File: src/include/gpc_pkg.sv
// Shared constants and types of the gated up/down pulse counter.
package gpc_pkg;

    // Register port geometry.
    localparam int GPC_ADDR_W = 4;
    localparam int GPC_DATA_W = 32;

    // Register byte offsets.
    localparam logic [GPC_ADDR_W-1:0] GPC_REG_CTRL   = 4'h0;
    localparam logic [GPC_ADDR_W-1:0] GPC_REG_LOAD   = 4'h4;
    localparam logic [GPC_ADDR_W-1:0] GPC_REG_COUNT  = 4'h8;
    localparam logic [GPC_ADDR_W-1:0] GPC_REG_STATUS = 4'hc;

    // Control register fields.
    localparam int GPC_CTRL_GATE_BIT    = 0;
    localparam int GPC_CTRL_MODE_LSB    = 1;
    localparam int GPC_CTRL_MODE_W      = 2;
    localparam int GPC_CTRL_DIRCONN_BIT = 3;

    // Status register fields.
    localparam int GPC_STAT_UP_BIT       = 0;
    localparam int GPC_STAT_DOWN_BIT     = 1;
    localparam int GPC_STAT_DONE_BIT     = 2;
    localparam int GPC_STAT_OVERRATE_BIT = 3;

    // Count width and reset values.
    localparam int GPC_CNT_W = 16;
    localparam logic [GPC_CNT_W-1:0] GPC_LOAD_RST = 16'h0000;

    // Timing: highest accepted pulse rate and the least edge spacing it implies.
    localparam int GPC_CLK_PERIOD_NS   = 4;
    localparam int GPC_PULSE_MAX_KHZ   = 40;
    localparam int GPC_PULSE_MIN_PER_NS = 1000000 / GPC_PULSE_MAX_KHZ;
    localparam int GPC_MIN_PULSE_CYC   =
        (GPC_PULSE_MIN_PER_NS + GPC_CLK_PERIOD_NS - 1) / GPC_CLK_PERIOD_NS;

    // Counting modes.
    typedef enum logic [GPC_CTRL_MODE_W-1:0] {
        GPC_MODE_CONT,
        GPC_MODE_SINGLE,
        GPC_MODE_PERIODIC
    } gpc_mode_t;

endpackage

File: src/verilog/gpc_counter.sv
// Top of the gated up/down pulse counter: register port, gate, modes and status lamps.
`timescale 1ns/1ns
module gpc_counter
    import gpc_pkg::*;
#(
    parameter int CNT_W         = GPC_CNT_W,
    parameter int MIN_PULSE_CYC = GPC_MIN_PULSE_CYC
) (
    // Clock and reset.
    input  wire logic                  mclk,
    input  wire logic                  sys_rst,
    // Sensor pins.
    input  wire logic                  count_pulse_input,
    input  wire logic                  count_direction_input,
    // Register port.
    input  wire logic [GPC_ADDR_W-1:0] reg_addr,
    input  wire logic [GPC_DATA_W-1:0] reg_wdata,
    input  wire logic                  reg_wr,
    input  wire logic                  reg_rd,
    output logic      [GPC_DATA_W-1:0] reg_rdata,
    // Status lamps.
    output logic                       count_up_led,
    output logic                       count_down_led
);

    localparam logic [CNT_W-1:0] CNT_MAX  = '1;
    localparam logic [CNT_W-1:0] CNT_ZERO = '0;

    if (CNT_W < 2 || CNT_W > GPC_CNT_W) begin : g_bad_cnt
        $error("gpc_counter: CNT_W must lie between 2 and the load field width");
    end
    if (MIN_PULSE_CYC < 1) begin : g_bad_rate
        $error("gpc_counter: MIN_PULSE_CYC must be at least 1");
    end

    // Maps the mode field of a control write onto a mode; unused codes mean continuous.
    function automatic gpc_mode_t decode_mode(input logic [GPC_CTRL_MODE_W-1:0] f);
        gpc_mode_t m;
        case (f)
            GPC_CTRL_MODE_W'(GPC_MODE_SINGLE):   m = GPC_MODE_SINGLE;
            GPC_CTRL_MODE_W'(GPC_MODE_PERIODIC): m = GPC_MODE_PERIODIC;
            default:                             m = GPC_MODE_CONT;
        endcase
        return m;
    endfunction

    // Value the count takes when a mode starts.
    function automatic logic [CNT_W-1:0] start_value(input gpc_mode_t m,
                                                     input logic [CNT_W-1:0] ld);
        logic [CNT_W-1:0] v;
        case (m)
            GPC_MODE_SINGLE:   v = ld;
            GPC_MODE_PERIODIC: v = ld;
            default:           v = CNT_ZERO;
        endcase
        return v;
    endfunction

    // Synchronised pins and edge detection.
    logic [1:0]       pins_sync;
    logic             cnt_lvl;
    logic             dir_lvl;
    logic             cnt_prev_q;
    logic             cnt_edge;
    logic             too_fast;

    // Control and status state.
    logic             gate_q;
    gpc_mode_t        mode_q;
    logic             dir_conn_q;
    logic [CNT_W-1:0] load_q;
    logic [CNT_W-1:0] count_q;
    logic [CNT_W-1:0] count_d;
    logic             done_q;
    logic             done_set;
    logic             restart_pend_q;
    logic             overrate_q;
    logic             up_led_q;
    logic             down_led_q;
    logic [GPC_DATA_W-1:0] rdata_q;
    logic [GPC_DATA_W-1:0] rdata_d;

    // Decoded register writes.
    logic             wr_ctrl;
    logic             wr_load;
    logic             wr_status;
    gpc_mode_t        new_mode;
    logic             new_gate;
    logic             gate_opening;
    logic             mode_change;
    logic             start_evt;
    logic             count_down;
    logic             pulse_ok;

    gpc_sync #(
        .W (2)
    ) u_sync (
        .mclk     (mclk),
        .sys_rst  (sys_rst),
        .pin_in   ({count_direction_input, count_pulse_input}),
        .pin_sync (pins_sync)
    );

    assign cnt_lvl = pins_sync[0];
    assign dir_lvl = pins_sync[1];

    // The previous level resets low, the idle level of the count pin, so no false edge.
    always_ff @(posedge mclk) begin
        if (sys_rst) begin
            cnt_prev_q <= 1'b0;
        end else begin
            cnt_prev_q <= cnt_lvl;
        end
    end

    // One count per rising edge; direction is read in the same cycle.
    assign cnt_edge = cnt_lvl & ~cnt_prev_q;

    gpc_rate_mon #(
        .MIN_CYC (MIN_PULSE_CYC)
    ) u_rate (
        .mclk     (mclk),
        .sys_rst  (sys_rst),
        .edge_in  (cnt_edge),
        .too_fast (too_fast)
    );

    assign wr_ctrl   = reg_wr && (reg_addr == GPC_REG_CTRL);
    assign wr_load   = reg_wr && (reg_addr == GPC_REG_LOAD);
    assign wr_status = reg_wr && (reg_addr == GPC_REG_STATUS);

    assign new_mode = decode_mode(reg_wdata[GPC_CTRL_MODE_LSB +: GPC_CTRL_MODE_W]);
    assign new_gate = reg_wdata[GPC_CTRL_GATE_BIT];

    // Counting begins only through an open gate, so a mode change made while the gate is
    // closed is remembered and applied when the gate next opens; the count holds until then.
    // Opening the gate also restarts a loaded mode, while continuous mode goes on from the
    // held count.
    assign gate_opening = wr_ctrl && new_gate && !gate_q;
    assign mode_change  = wr_ctrl && (new_mode != mode_q);
    assign start_evt    = (mode_change && new_gate) ||
                          (gate_opening && (new_mode != GPC_MODE_CONT || restart_pend_q));

    // A missing direction signal leaves the device counting up.
    // The direction level is the synchronised one of the edge cycle, so a direction change
    // that travels beside the count edge applies to that very edge.
    assign count_down = dir_conn_q && dir_lvl;

    // Pulses pass only through an open gate, and not after a single pass ended.
    assign pulse_ok = cnt_edge && gate_q && !done_q;

    // Gate follows the host's gate bit; writing zero stops counting.
    always_ff @(posedge mclk) begin
        if (sys_rst) begin
            gate_q <= 1'b0;
        end else if (wr_ctrl) begin
            gate_q <= new_gate;
        end
    end

    always_ff @(posedge mclk) begin
        if (sys_rst) begin
            mode_q     <= GPC_MODE_CONT;
            dir_conn_q <= 1'b0;
        end else if (wr_ctrl) begin
            mode_q     <= new_mode;
            dir_conn_q <= reg_wdata[GPC_CTRL_DIRCONN_BIT];
        end
    end

    // A mode chosen behind a closed gate waits for the gate to open.
    always_ff @(posedge mclk) begin
        if (sys_rst) begin
            restart_pend_q <= 1'b0;
        end else if (start_evt) begin
            restart_pend_q <= 1'b0;
        end else if (mode_change && !new_gate) begin
            restart_pend_q <= 1'b1;
        end
    end

    always_ff @(posedge mclk) begin
        if (sys_rst) begin
            load_q <= GPC_LOAD_RST[CNT_W-1:0];
        end else if (wr_load) begin
            load_q <= reg_wdata[CNT_W-1:0];
        end
    end

    // Next count: start value, or one step with the limit behaviour of the mode.
    always_comb begin
        count_d  = count_q;
        done_set = 1'b0;
        if (start_evt) begin
            count_d = start_value(new_mode, load_q);
        end else if (pulse_ok) begin
            if (count_down) begin
                if (count_q == CNT_ZERO) begin
                    case (mode_q)
                        GPC_MODE_SINGLE: begin
                            count_d  = CNT_MAX;
                            done_set = 1'b1;
                        end
                        GPC_MODE_PERIODIC: begin
                            count_d = load_q;
                        end
                        default: begin
                            count_d = CNT_MAX;
                        end
                    endcase
                end else begin
                    count_d = CNT_W'(count_q - 1'b1);
                end
            end else begin
                if (count_q == CNT_MAX) begin
                    case (mode_q)
                        GPC_MODE_SINGLE: begin
                            count_d  = CNT_ZERO;
                            done_set = 1'b1;
                        end
                        GPC_MODE_PERIODIC: begin
                            count_d = load_q;
                        end
                        default: begin
                            count_d = CNT_ZERO;
                        end
                    endcase
                end else begin
                    count_d = CNT_W'(count_q + 1'b1);
                end
            end
        end
    end

    // Unsigned count held between zero and all ones.
    always_ff @(posedge mclk) begin
        if (sys_rst) begin
            count_q <= CNT_ZERO;
        end else begin
            count_q <= count_d;
        end
    end

    // A finished single pass ignores later pulses until the next start.
    // It stays finished across a closed gate; only a start through an open gate clears it.
    always_ff @(posedge mclk) begin
        if (sys_rst) begin
            done_q <= 1'b0;
        end else if (done_set) begin
            done_q <= 1'b1;
        end else if (start_evt) begin
            done_q <= 1'b0;
        end
    end

    // Sticky flag for edges closer than the rate limit; a new event beats the clear.
    always_ff @(posedge mclk) begin
        if (sys_rst) begin
            overrate_q <= 1'b0;
        end else if (too_fast) begin
            overrate_q <= 1'b1;
        end else if (wr_status && reg_wdata[GPC_STAT_OVERRATE_BIT]) begin
            overrate_q <= 1'b0;
        end
    end

    // Lamps show the direction the open gate is counting in.
    // With the gate closed neither lamp is lit, whatever the pins do.
    always_ff @(posedge mclk) begin
        if (sys_rst) begin
            up_led_q   <= 1'b0;
            down_led_q <= 1'b0;
        end else begin
            up_led_q   <= gate_q && !count_down;
            down_led_q <= gate_q && count_down;
        end
    end

    // Read decode; unmapped offsets read zero.
    always_comb begin
        rdata_d = '0;
        case (reg_addr)
            GPC_REG_CTRL: begin
                rdata_d[GPC_CTRL_GATE_BIT]                        = gate_q;
                rdata_d[GPC_CTRL_MODE_LSB +: GPC_CTRL_MODE_W]     = mode_q;
                rdata_d[GPC_CTRL_DIRCONN_BIT]                     = dir_conn_q;
            end
            GPC_REG_LOAD: begin
                rdata_d = GPC_DATA_W'(load_q);
            end
            GPC_REG_COUNT: begin
                rdata_d = GPC_DATA_W'(count_q);
            end
            GPC_REG_STATUS: begin
                rdata_d[GPC_STAT_UP_BIT]       = up_led_q;
                rdata_d[GPC_STAT_DOWN_BIT]     = down_led_q;
                rdata_d[GPC_STAT_DONE_BIT]     = done_q;
                rdata_d[GPC_STAT_OVERRATE_BIT] = overrate_q;
            end
            default: begin
                rdata_d = '0;
            end
        endcase
    end

    // Read data stand for exactly the cycle after the strobe.
    // Nothing is held past that cycle, so a stale word cannot pass for a fresh read.
    always_ff @(posedge mclk) begin
        if (sys_rst) begin
            rdata_q <= '0;
        end else if (reg_rd) begin
            rdata_q <= rdata_d;
        end else begin
            rdata_q <= '0;
        end
    end

    assign reg_rdata      = rdata_q;
    assign count_up_led   = up_led_q;
    assign count_down_led = down_led_q;

endmodule

File: src/verilog/gpc_rate_mon.sv
// Flags count edges that arrive closer together than the least legal spacing.
`timescale 1ns/1ns
module gpc_rate_mon
    import gpc_pkg::*;
#(
    parameter int MIN_CYC = GPC_MIN_PULSE_CYC
) (
    // Clock and reset.
    input  wire logic mclk,
    input  wire logic sys_rst,
    // Edge in, violation pulse out.
    input  wire logic edge_in,
    output logic      too_fast
);

    localparam int GW = $clog2(MIN_CYC + 1);
    localparam logic [GW-1:0] GAP_SAT = GW'(MIN_CYC);

    logic [GW-1:0] gap_q;
    logic          seen_q;
    logic          too_fast_q;

    if (MIN_CYC < 1) begin : g_bad_min
        $error("gpc_rate_mon: MIN_CYC must be at least 1");
    end

    // The gap counter holds the cycles since the last edge, saturating at the limit.
    always_ff @(posedge mclk) begin
        if (sys_rst) begin
            gap_q  <= '0;
            seen_q <= 1'b0;
        end else if (edge_in) begin
            gap_q  <= GW'(1);
            seen_q <= 1'b1;
        end else if (gap_q != GAP_SAT) begin
            gap_q <= gap_q + GW'(1);
        end
    end

    always_ff @(posedge mclk) begin
        if (sys_rst) begin
            too_fast_q <= 1'b0;
        end else begin
            too_fast_q <= edge_in && seen_q && (gap_q < GAP_SAT);
        end
    end

    assign too_fast = too_fast_q;

endmodule

File: src/verilog/gpc_sync.sv
// Two-stage synchroniser for a group of asynchronous input pins.
`timescale 1ns/1ns
module gpc_sync
    import gpc_pkg::*;
#(
    parameter int W = 2
) (
    // Clock and reset.
    input  wire logic         mclk,
    input  wire logic         sys_rst,
    // Raw and synchronised levels.
    input  wire logic [W-1:0] pin_in,
    output logic      [W-1:0] pin_sync
);

    logic [W-1:0] meta_q;
    logic [W-1:0] sync_q;

    if (W < 1) begin : g_bad_w
        $error("gpc_sync: W must be at least 1");
    end

    always_ff @(posedge mclk) begin
        if (sys_rst) begin
            meta_q <= '0;
            sync_q <= '0;
        end else begin
            meta_q <= pin_in;
            sync_q <= meta_q;
        end
    end

    assign pin_sync = sync_q;

endmodule
File: config.mk
export PLATFORM = sky130hd
export DESIGN_NAME = gpc_counter
export DESIGN_NICKNAME = d
export VERILOG_FILES = /design/src/include/gpc_pkg.sv /design/src/verilog/gpc_counter.sv /design/src/verilog/gpc_rate_mon.sv /design/src/verilog/gpc_sync.sv
export SDC_FILE = /design/constraint.sdc
export NUM_CORES = 1
export LEC_CHECK = 0
export BUFFER_PORTS_ARGS = -buffer_cell sky130_fd_sc_hd__buf_2
export CORE_ASPECT_RATIO = 0.7
export CORE_MARGIN = 2
export CORE_UTILIZATION = 35
export CTS_CLUSTER_DIAMETER = 120
export DETAILED_ROUTE_END_ITERATION = 8
export PLACE_DENSITY = 0.61
export SLEW_MARGIN = 20
export SYNTH_ARGS = -nofsm -noshare
export SYNTH_HDL_FRONTEND = slang
export SYNTH_HIERARCHICAL = 1
export SYNTH_SLANG_ARGS = --single-unit
File: constraint.sdc
create_clock -name mclk -period 3.4 [get_ports mclk]
set_input_delay 0.68 -clock mclk [delete_from_list [all_inputs] [get_ports mclk]]
set_output_delay 0.68 -clock mclk [all_outputs]
set_load 0.005 [all_outputs]
* After elaboration in Yosys (flattened, before gate mapping)
Index checks and enable logic that the tools add are counted.
Cells by class: add/subtract/negate cells 3, $mul 0, div/mod/pow operators 0, magnitude comparators 1, eq/ne operators 12, shift-type cells 0, muxes and demuxes 23, bitwise gates (word level) 3, reduce and logical (&&, ||, !) cells 34
Operators with widths (number):
- $mux 16 | 8
- $pmux 12 s2 | 1
- $logic_and 1x1->1 | 17
- $add 16x1->16 const B | 1
- $eq 16x16->1 const B | 1
- $logic_not 16->1 | 1
- $pmux 4 s4 | 1
- $sub 16x1->16 const B | 1
- $add 13x1->13 const B | 1
- $lt 13x13->1 const B | 1
- $ne 13x13->1 const B | 1
- $mux 1 | 12
- $reduce_bool 2->1 | 5
- $eq 4x4->1 const B | 2
- $reduce_or 2->1 | 4
- $eq 2x1->1 const B | 3
- $eq 2x2->1 const B | 3
- $eq 4x3->1 const B | 1
- $logic_not 1->1 | 4
- $logic_not 4->1 | 1
- $pmux 2 s2 | 1
- $logic_or 1x1->1 | 2
- $ne 2x2->1 | 1
- $not 1->1 | 2
- $and 1x1->1 | 1
Word-level totals: register bits after elaboration 93, latch bits 0, bits in writable memories 0, bits in read-only memories 0, bits of input ports 42, output and inout port bits 34, word-level logic and storage cells 94, memories 0

* Logic depth before layout (Yosys ltp)
Gate-level depths: netlist of the first run.
depth in word-level cells 8, gate-level depth with buffers 10, gate-level depth less buffers 8

* By module
The synthesis of the first run kept the hierarchy.
Modules (own cells, without submodules):
- gpc_counter | times used 1, cells each 525, area each 3908.7 um2
- gpc_rate_mon | times used 1, cells each 92, area each 774.5 um2
- gpc_sync | times used 1, cells each 8, area each 105.1 um2

* Worst setup path before layout of the first run
OpenSTA, ideal clock, no wires.
path type input-to-reg, from input port reg_wdata[1], to register count_q[2], setup time 79 ps, data arrival time 2374 ps, required time 3321 ps, slack 947 ps, stages 8, cell sequence inv_1 -> ha_1 -> inv_1 -> o21a_1 -> o21ba_2 -> clkbuf_1 -> or4b_2 -> o211ai_1
On the way: cells in the longest elaborated chain, start to end 7, elaborated cells on any way between the ends 16, classes of those cells 5 x eq/ne; 3 x mux; 8 x reduce/logical
RTL lines:
- from (decl) | RTL line gpc_counter.sv:17 | input wire logic [GPC_DATA_W-1:0] reg_wdata,
- $eq 2x2->1 / $eq 2x1->1 (equally long branches) | RTL line gpc_counter.sv:39 | case (f)
- $pmux 2 s2 (*) | RTL line gpc_counter.sv:39
- $ne 2x2->1 / $reduce_bool 2->1 (equally long branches) | RTL line gpc_counter.sv:140, gpc_counter.sv:142
- $logic_and 1x1->1 / $logic_or 1x1->1 (equally long branches) | RTL line gpc_counter.sv:140, gpc_counter.sv:142
- $logic_and 1x1->1 (on tied branches) | RTL line gpc_counter.sv:141, gpc_counter.sv:142
- $logic_or 1x1->1 | RTL line gpc_counter.sv:141 | assign start_evt = (mode_change && new_gate) ||
- $mux 16 / $reduce_bool 2->1 (equally long branches)
- to (signal assigned) | RTL line gpc_counter.sv:240 | count_q <= count_d;
- to (decl) | RTL line gpc_counter.sv:72 | logic [CNT_W-1:0] count_q;
Mark *: on every way between the ends. The rest lies on a longest branch, timed or not. A chain may end at the register's enable or synchronous reset.

* Worst setup path after layout of the first run
from register count_q[3], to register count_q[7]
On the way: cells in the longest elaborated chain, start to end 5, elaborated cells on any way between the ends 9, classes of those cells 2 x add/sub; 1 x eq/ne; 5 x mux; 1 x reduce/logical
RTL lines:
- $add 16x1->16 (tied with other cells) | RTL line gpc_counter.sv:229 | count_d = CNT_W'(count_q + 1'b1);
- $mux 16 (on tied branches) | RTL line gpc_counter.sv:215, gpc_counter.sv:198
- $mux 16 (*) | RTL line gpc_counter.sv:197 | if (count_down) begin
- $mux 16 (*) | RTL line gpc_counter.sv:196 | end else if (pulse_ok) begin
- $mux 16 (*) | RTL line gpc_counter.sv:194 | if (start_evt) begin
Mark *: on every way between the ends. The rest lies on a longest branch, timed or not. The select of a mux whose other input is x is not followed.

==> key figures, run 1 <==
Logic synthesis
  – Cell type with the highest aggregate area in the netlist: sky130_fd_sc_hd__dfxtp_1
  – Seq/Total Area, Yosys: 32.2%
  – Top area cells in the synthesized netlist: sky130_fd_sc_hd__dfxtp_1 32%, sky130_fd_sc_hd__a21oi_1 5.9%, sky130_fd_sc_hd__nand2_1 4.4%
  – Post-synthesis instance area: 0.00479 mm²
  – Ranking of synthesized cells by instance count: 77 x sky130_fd_sc_hd__dfxtp_1, 56 x sky130_fd_sc_hd__a21oi_1, 56 x sky130_fd_sc_hd__nand2_1, 51 x sky130_fd_sc_hd__nor2_1, 43 x sky130_fd_sc_hd__clkbuf_1
  – Predominant post-synthesis flop cell: sky130_fd_sc_hd__dfxtp_1
  – EDFF count, synth: 0
  – Most instantiated library cell after synthesis: sky130_fd_sc_hd__dfxtp_1
  – Share of flip-flops with an asynchronous set or reset: 0%
  – Gate count of the mapped netlist: 625
  – Number of distinct library cells after synthesis: 73
  – Average size of a mapped cell: 7.66 µm²
  – Yosys warnings: 6
  – Flop and latch count out of synthesis: 77
  – Portion of synthesized cell area occupied by the leading cell type: 32.2%

Clocking
  – Maximum buffer depth of the clock tree: 2
  – CTS clk-pin slew, worst paths: 0.06 ns
  – CTS Sinks: 77
  – H-tree depth reported by CTS: 3
  – Total CTS buffers: 9
  – Post-cts gate resize count: 0
  – Clock tree from TritonCTS: built
  – Clock root buffer: sky130_fd_sc_hd__clkbuf_16
  – Later-pin clock latency in the skew report: 0.34 ns
  – Total of hold buffers inserted after clock tree synthesis: 0
  – Buffer count from post-CTS setup fixing: 0

Status
  – Outcome: finished clean

Setup path
  – Required time of the critical path: 3.60 ns
  – Crit path to: count_q[7]$_SDFFE_PP0P_
  – Setup crit end kind: register
  – Endpoint of the lowest-slack register-to-register path: count_q[7]$_SDFFE_PP0P_
  – Startpoint type of the worst setup path: register
  – CP max FO: 12
  – Worst Path Arrival: 3.05 ns
  – Startpoint of the most critical setup path: count_q[3]$_SDFFE_PP0P_
  – Worst R2R Path Depth: 5
  – RR Startpoint: count_q[3]$_SDFFE_PP0P_
  – Flop2flop setup slack: 0.55 ns
  – Worst setup path class: register to register

Floorplanning
  – Core area: 0.0133 mm²
  – Boundary pin count: 76
  – X dimension of the die: 144 µm
  – DIE AREA: 0.0146 mm²
  – Die boundary height: 102 µm
  – Initial core utilization: 36.1%
  – Count of standard-cell rows: 35

Pwr
  – Post-layout power: 2220 µW
  – Leakage power summed over all cells: 0.00198 µW
  – Net Switching: 523 µW
  – Fraction of power spent switching nets: 23.6%
  – Logic pwr share: 7.2%
  – IR Drop Worst-Case VDD: 0.265 mV
  – Int Pwr: 1700 µW
  – Share of power burned in registers: 41.9%
  – Fraction of power consumed by the clock network: 50.8%
  – Power density over the cells: 405 mW/mm²

Placement
  – Number of cells after detailed placement: 824
  – Routability congestion estimate from global placement: 0.990
  – Total of buffers placed on input and output ports: 43
  – Detailed Place HPWL: 10800 µm

STA
  – Worst-Margin Slew: 0.771 ns
  – Final-layout worst hold slack: 0.448 ns
  – Post-route fraction of the period consumed by the critical path: 83.7%
  – Post-Route Setup TNS: 0 ns
  – Maximum clock frequency: 351 MHz
  – Post-Route Skew: 0.00592 ns
  – Min Tclk post-route: 2.85 ns
  – Normalized max-slew margin: 48.1%
  – RSZ-0062 raised after global routing: false
  – Final Max Slew Viols: 0
  – Setup Viol. Count Final: 0
  – Final Hold Violating Endpoints: 0

Routing
  – Via density: 5.93
  – Total wirelength of the detailed-routed design: 15000 µm
  – Initial drt markers: 538
  – Detailed-route wire length per cell: 17.9 µm
  – Number of search-and-repair iterations in the first detailed-routing pass: 6
  – Via Count: 4981
  – DRT antenna net count: 0
  – Remaining DRCs: 0

Final layout
  – Sequential cell area: 0.00154 mm²
  – Final design utilization: 41.2%
  – Number of diodes: 0
  – Final #Nets: 699
  – Area of the multi-input gates: 0.00293 mm²
  – Filler cells: 1335
  – Fraction of layout instances using a drive strength above 1: 15.4%
  – Area growth syn-to-layout: 14.3%
  – Final Non-Filler Cells: 840

Global routing
  – Antenna violations before repair: 0
  – Via count of the first global-routing pass: 4459
  – First-pass GRT wire length: 24200 µm
  – Overflow after GRT: 0
  – Total global routing track utilization: 21.2%
  – Maximum number of pins on one net before global-route repair: 33

Min path
  – Type of the worst min-delay path: register to register

Job
  – Max-cap violations: 0
-- power groups by stage --
stage	logic, µW	clock network, µW	registers, µW
after detailed placement	156	0	949
after CTS	157	1140	929
after global routing	176	1180	931
after floorplan	121	0	941
after global placement	152	0	949
final	161	1130	930
-- worst max-delay path, cell delays in order (launching register included) --
cell and delay, ns:
sky130_fd_sc_hd__dfxtp_1 0.46, sky130_fd_sc_hd__or4_4 0.62, sky130_fd_sc_hd__nor4_2 0.59, sky130_fd_sc_hd__nand2_1 0.41
sky130_fd_sc_hd__o311ai_0 0.47, sky130_fd_sc_hd__a41oi_1 0.16
-- layer usage --
metal,global-route usage (%),wire (µm)
met1,32.3,7130
met2,28.6,5890
met3,4.73,1590
met4,7.92,395
met5,0,0
-- registers in the layout, indices dropped and copies added (netlist names) --
| signal | cells |
|---|---|
| u_rate/seen_q | 1 |
| done_q | 1 |
| restart_pend_q | 1 |
| gate_q | 1 |
| cnt_prev_q | 1 |
| count_up_led | 1 |
| overrate_q | 1 |
| u_sync/pin_sync | 2 |
| u_rate/too_fast | 1 |
| u_sync/meta_q | 2 |
| count_q | 16 |
| mode_q | 2 |
| reg_rdata | 16 |
| u_rate/gap_q | 13 |
| count_down_led | 1 |
| dir_conn_q | 1 |
| load_q | 16 |
-- worst min path at each step --
stage,cells past startpoint,from,endpoint
global placement,1,u_sync/meta_q[0]$_SDFF_PP0_,u_sync/pin_sync[0]$_SDFF_PP0_
floorplan,2,u_rate/too_fast$_SDFF_PP0_,overrate_q$_SDFFE_PP0P_
CTS,1,u_sync/meta_q[1]$_SDFF_PP0_,u_sync/pin_sync[1]$_SDFF_PP0_
global route,1,u_sync/meta_q[1]$_SDFF_PP0_,u_sync/pin_sync[1]$_SDFF_PP0_
finish,1,u_sync/meta_q[1]$_SDFF_PP0_,u_sync/pin_sync[1]$_SDFF_PP0_
detailed placement,2,u_rate/too_fast$_SDFF_PP0_,overrate_q$_SDFFE_PP0P_
-- final cells by class --
cell class | instances | area share [%]
Timing Repair Buffer | 65 | 6.95
Clock buffer | 10 | 4.18
Tap cell | 185 | 4.23
Inverter | 12 | 0.823
Sequential cell | 77 | 28.2
Clock inverter | 6 | 2.13
Multi-Input combinational cell | 485 | 53.5
-- cells by family (layout without fill, tap and decap cells) --
group | Yosys count | count (layout) | synth area share [%]
AOI/OAI and AO/OA | 160 | 160 | 21.9
adders and majority gates | 7 | 7 | 1.83
and+or+nand+nor | 270 | 270 | 30.0
other | 1 | 16 | 0.0783
muxes | 8 | 8 | 1.67
DFF | 77 | 77 | 32.2
buffers and inverters | 78 | 93 | 7.92
xor gates and xnor gates | 24 | 24 | 4.39
-- cell usage in the layout (no fill, tap or decap), types with 10 or more instances in the layout --
master                    Yosys  layout
sky130_fd_sc_hd__nor4_1      13      13
sky130_fd_sc_hd__inv_1       12      12
sky130_fd_sc_hd__buf_2        0      43
sky130_fd_sc_hd__o21ai_0     21      21
sky130_fd_sc_hd__nand4_1     10      10
sky130_fd_sc_hd__nand2_1     56      56
sky130_fd_sc_hd__or3_1       10      10
sky130_fd_sc_hd__a21oi_1     56      56
sky130_fd_sc_hd__nor3_1      22      22
sky130_fd_sc_hd__buf_4       17      22
sky130_fd_sc_hd__nor2b_1     11      11
sky130_fd_sc_hd__nand3_1     39      39
sky130_fd_sc_hd__nor2_1      51      51
sky130_fd_sc_hd__conb_1       1      16
sky130_fd_sc_hd__dfxtp_1     77      77
sky130_fd_sc_hd__a22oi_1     14      14
sky130_fd_sc_hd__xnor2_1     15      15
-- metrics by stage --
step,worst slack [ns],cell area [µm²]
after floorplan,0.947,4840
after global placement,0.570,5130
after detailed placement,0.545,5130
after CTS,0.625,5470
after global routing,0.469,5470
final,0.553,5470
Power figures use the tool's default switching activity.
==> run 2, diff against run 1 <==
- clock period: 3.4 -> 2.91 ns (I/O delays scaled with it)
==> key figures, run 2 (same netlist as run 1, synthesis figures left out) <==
Placement
  – Routability congestion estimate from global placement: 0.960
  – Total of buffers placed on input and output ports: 43
  – Number of cells after detailed placement: 837
  – Detailed Place HPWL: 11200 µm

Min path
  – Hold path endpoint: overrate_q$_SDFFE_PP0P_
  – Hold Path Origin: u_rate/too_fast$_SDFF_PP0_
  – Type of the worst min-delay path: register to register
  – Worst hold path stage count: 2

Pwr
  – Fraction of power spent switching nets: 26.6%
  – Logic pwr share: 8.2%
  – Fraction of power consumed by the clock network: 45.6%
  – Leakage power summed over all cells: 0.00201 µW
  – Int Pwr: 1730 µW
  – Post-layout power: 2350 µW
  – IR Drop Worst-Case VDD: 0.239 mV
  – Share of power burned in registers: 46.2%
  – Net Switching: 624 µW
  – Power density over the cells: 426 mW/mm²

Floorplanning
  – DIE AREA: 0.0146 mm²
  – Count of standard-cell rows: 35
  – Core area: 0.0133 mm²
  – Die boundary height: 102 µm
  – Initial core utilization: 36.1%
  – X dimension of the die: 144 µm
  – Boundary pin count: 76

Global routing
  – Overflow after GRT: 0
  – Antenna violations before repair: 0
  – Maximum number of pins on one net before global-route repair: 37
  – Total global routing track utilization: 22.1%
  – First-pass GRT wire length: 24900 µm
  – Via count of the first global-routing pass: 4557

Clocking
  – CTS clk-pin slew, worst paths: 0.06 ns
  – Maximum buffer depth of the clock tree: 2
  – Total CTS buffers: 9
  – CTS Sinks: 77
  – Clock root buffer: sky130_fd_sc_hd__clkbuf_16
  – Post-cts gate resize count: 0
  – Later-pin clock latency in the skew report: 0.35 ns
  – Clock tree from TritonCTS: built
  – Buffer count from post-CTS setup fixing: 0
  – H-tree depth reported by CTS: 3
  – Total of hold buffers inserted after clock tree synthesis: 0

Routing
  – Detailed-route wire length per cell: 18.1 µm
  – Via Count: 4936
  – Initial drt markers: 585
  – Number of search-and-repair iterations in the first detailed-routing pass: 5
  – DRT antenna net count: 0
  – Remaining DRCs: 0
  – Via density: 5.79
  – Total wirelength of the detailed-routed design: 15500 µm

STA
  – Final Hold Violating Endpoints: 0
  – Post-Route Skew: 0.00595 ns
  – Post-route fraction of the period consumed by the critical path: 87.1%
  – Worst-Margin Slew: 0.698 ns
  – Setup Viol. Count Final: 0
  – Final Max Slew Viols: 0
  – RSZ-0062 raised after global routing: false
  – Normalized max-slew margin: 52.8%
  – Post-Route Setup TNS: 0 ns
  – Maximum clock frequency: 394 MHz
  – Min Tclk post-route: 2.54 ns

Final layout
  – Most common cell after layout, fill and taps aside: sky130_fd_sc_hd__dfxtp_1
  – Final Non-Filler Cells: 853
  – Final #Nets: 712
  – Most frequent cells in the layout: 77 x sky130_fd_sc_hd__dfxtp_1, 56 x sky130_fd_sc_hd__nand2_1, 56 x sky130_fd_sc_hd__a21oi_1
  – Fraction of layout instances using a drive strength above 1: 17.1%
  – Area growth syn-to-layout: 15.2%
  – Filler cells: 1372
  – Number of diodes: 0

Setup path
  – Worst setup path class: register to register
  – Worst Path Arrival: 2.75 ns
  – Flop2flop setup slack: 0.37 ns
  – Endpoint of the lowest-slack register-to-register path: count_q[13]$_SDFFE_PP0P_
  – RR Startpoint: count_q[5]$_SDFFE_PP0P_
  – Required time of the critical path: 3.13 ns
  – Setup crit end kind: register
  – CP max FO: 8
  – Worst R2R Path Depth: 6
  – Startpoint type of the worst setup path: register

Job
  – Max-cap violations: 0

Status
  – Outcome: finished clean
==> run 2: cell types whose count changed in the layout (fill, tap and decap cells not counted), sizes merged <==
cell      delta
buf         +13
bufinv       -3
clkinvlp     +3
==> run 2: metal layers <==
layer	track usage, %	wire length [µm]	up-vias	share of wire, %
met5	0	0	-	0
met2	30.1	6200	269	40
met1	32.8	7300	2319	47
met4	6.71	252	0	1.6
li1	-	-	2319	-
met3	7.12	1720	29	11
==> run 2: area by class of cell <==
cell class,instances,area (µm²),share of cell area (%)
Clock inverter,6,47.5,0.862
Tap cell,185,231,4.20
Timing Repair Buffer,78,490,8.89
Inverter,12,45.0,0.817
Multi-Input combinational cell,485,2930,53.1
Clock buffer,10,229,4.15
Sequential cell,77,1540,28.0
==> run 2: worst max-delay path by stage <==
| stage | slack [ns] | depth (start not counted) | startpoint | endpoint |
|---|---|---|---|---|
| 2_1_floorplan | 0.46 | 9 | count_q[5]$_SDFFE_PP0P_ | count_q[1]$_SDFFE_PP0P_ |
| 3_3_place_gp | 0.31 | 8 | reg_wdata[1] | count_q[5]$_SDFFE_PP0P_ |
| 3_5_place_dp | 0.29 | 9 | reg_wdata[1] | count_q[8]$_SDFFE_PP0P_ |
| 4_1_cts | 0.46 | 8 | count_q[0]$_SDFFE_PP0P_ | count_q[9]$_SDFFE_PP0P_ |
| 5_1_grt | 0.18 | 5 | count_q[5]$_SDFFE_PP0P_ | count_q[7]$_SDFFE_PP0P_ |
| 6_report | 0.37 | 6 | count_q[5]$_SDFFE_PP0P_ | count_q[13]$_SDFFE_PP0P_ |
==> run 2: power by group through the flow <==
stage	Sequential, µW	Clock (µW)	Combinational, µW
final	1090	1070	193
after global routing	1090	1140	213
after CTS	1080	1090	189
after detailed placement	1110	0	188
after global placement	1110	0	185
after floorplan	1100	0	141
==> run 2: stage by stage <==
| step | instance area [µm²] | worst slack (ns) | hold WS [ns] | util, % |
|---|---|---|---|---|
| after CTS | 5510 | 0.460 | 0.443 | 41.6 |
| final | 5510 | 0.374 | 0.439 | 41.6 |
| after detailed placement | 5240 | 0.291 | 0.430 | 39.5 |
| after global placement | 5240 | 0.309 | 0.420 | 39.5 |
| after global routing | 5510 | 0.180 | 0.462 | 41.6 |
| after floorplan | 4840 | 0.461 | 0.413 | - |
==> run 2: critical path: stages (launching register included) <==
cell	delay [ns]
sky130_fd_sc_hd__dfxtp_1	0.31
sky130_fd_sc_hd__or4_4	0.61
sky130_fd_sc_hd__nor4_2	0.47
sky130_fd_sc_hd__nand3_1	0.44
sky130_fd_sc_hd__o21ai_0	0.33
sky130_fd_sc_hd__o32a_1	0.17
sky130_fd_sc_hd__a311oi_1	0.08
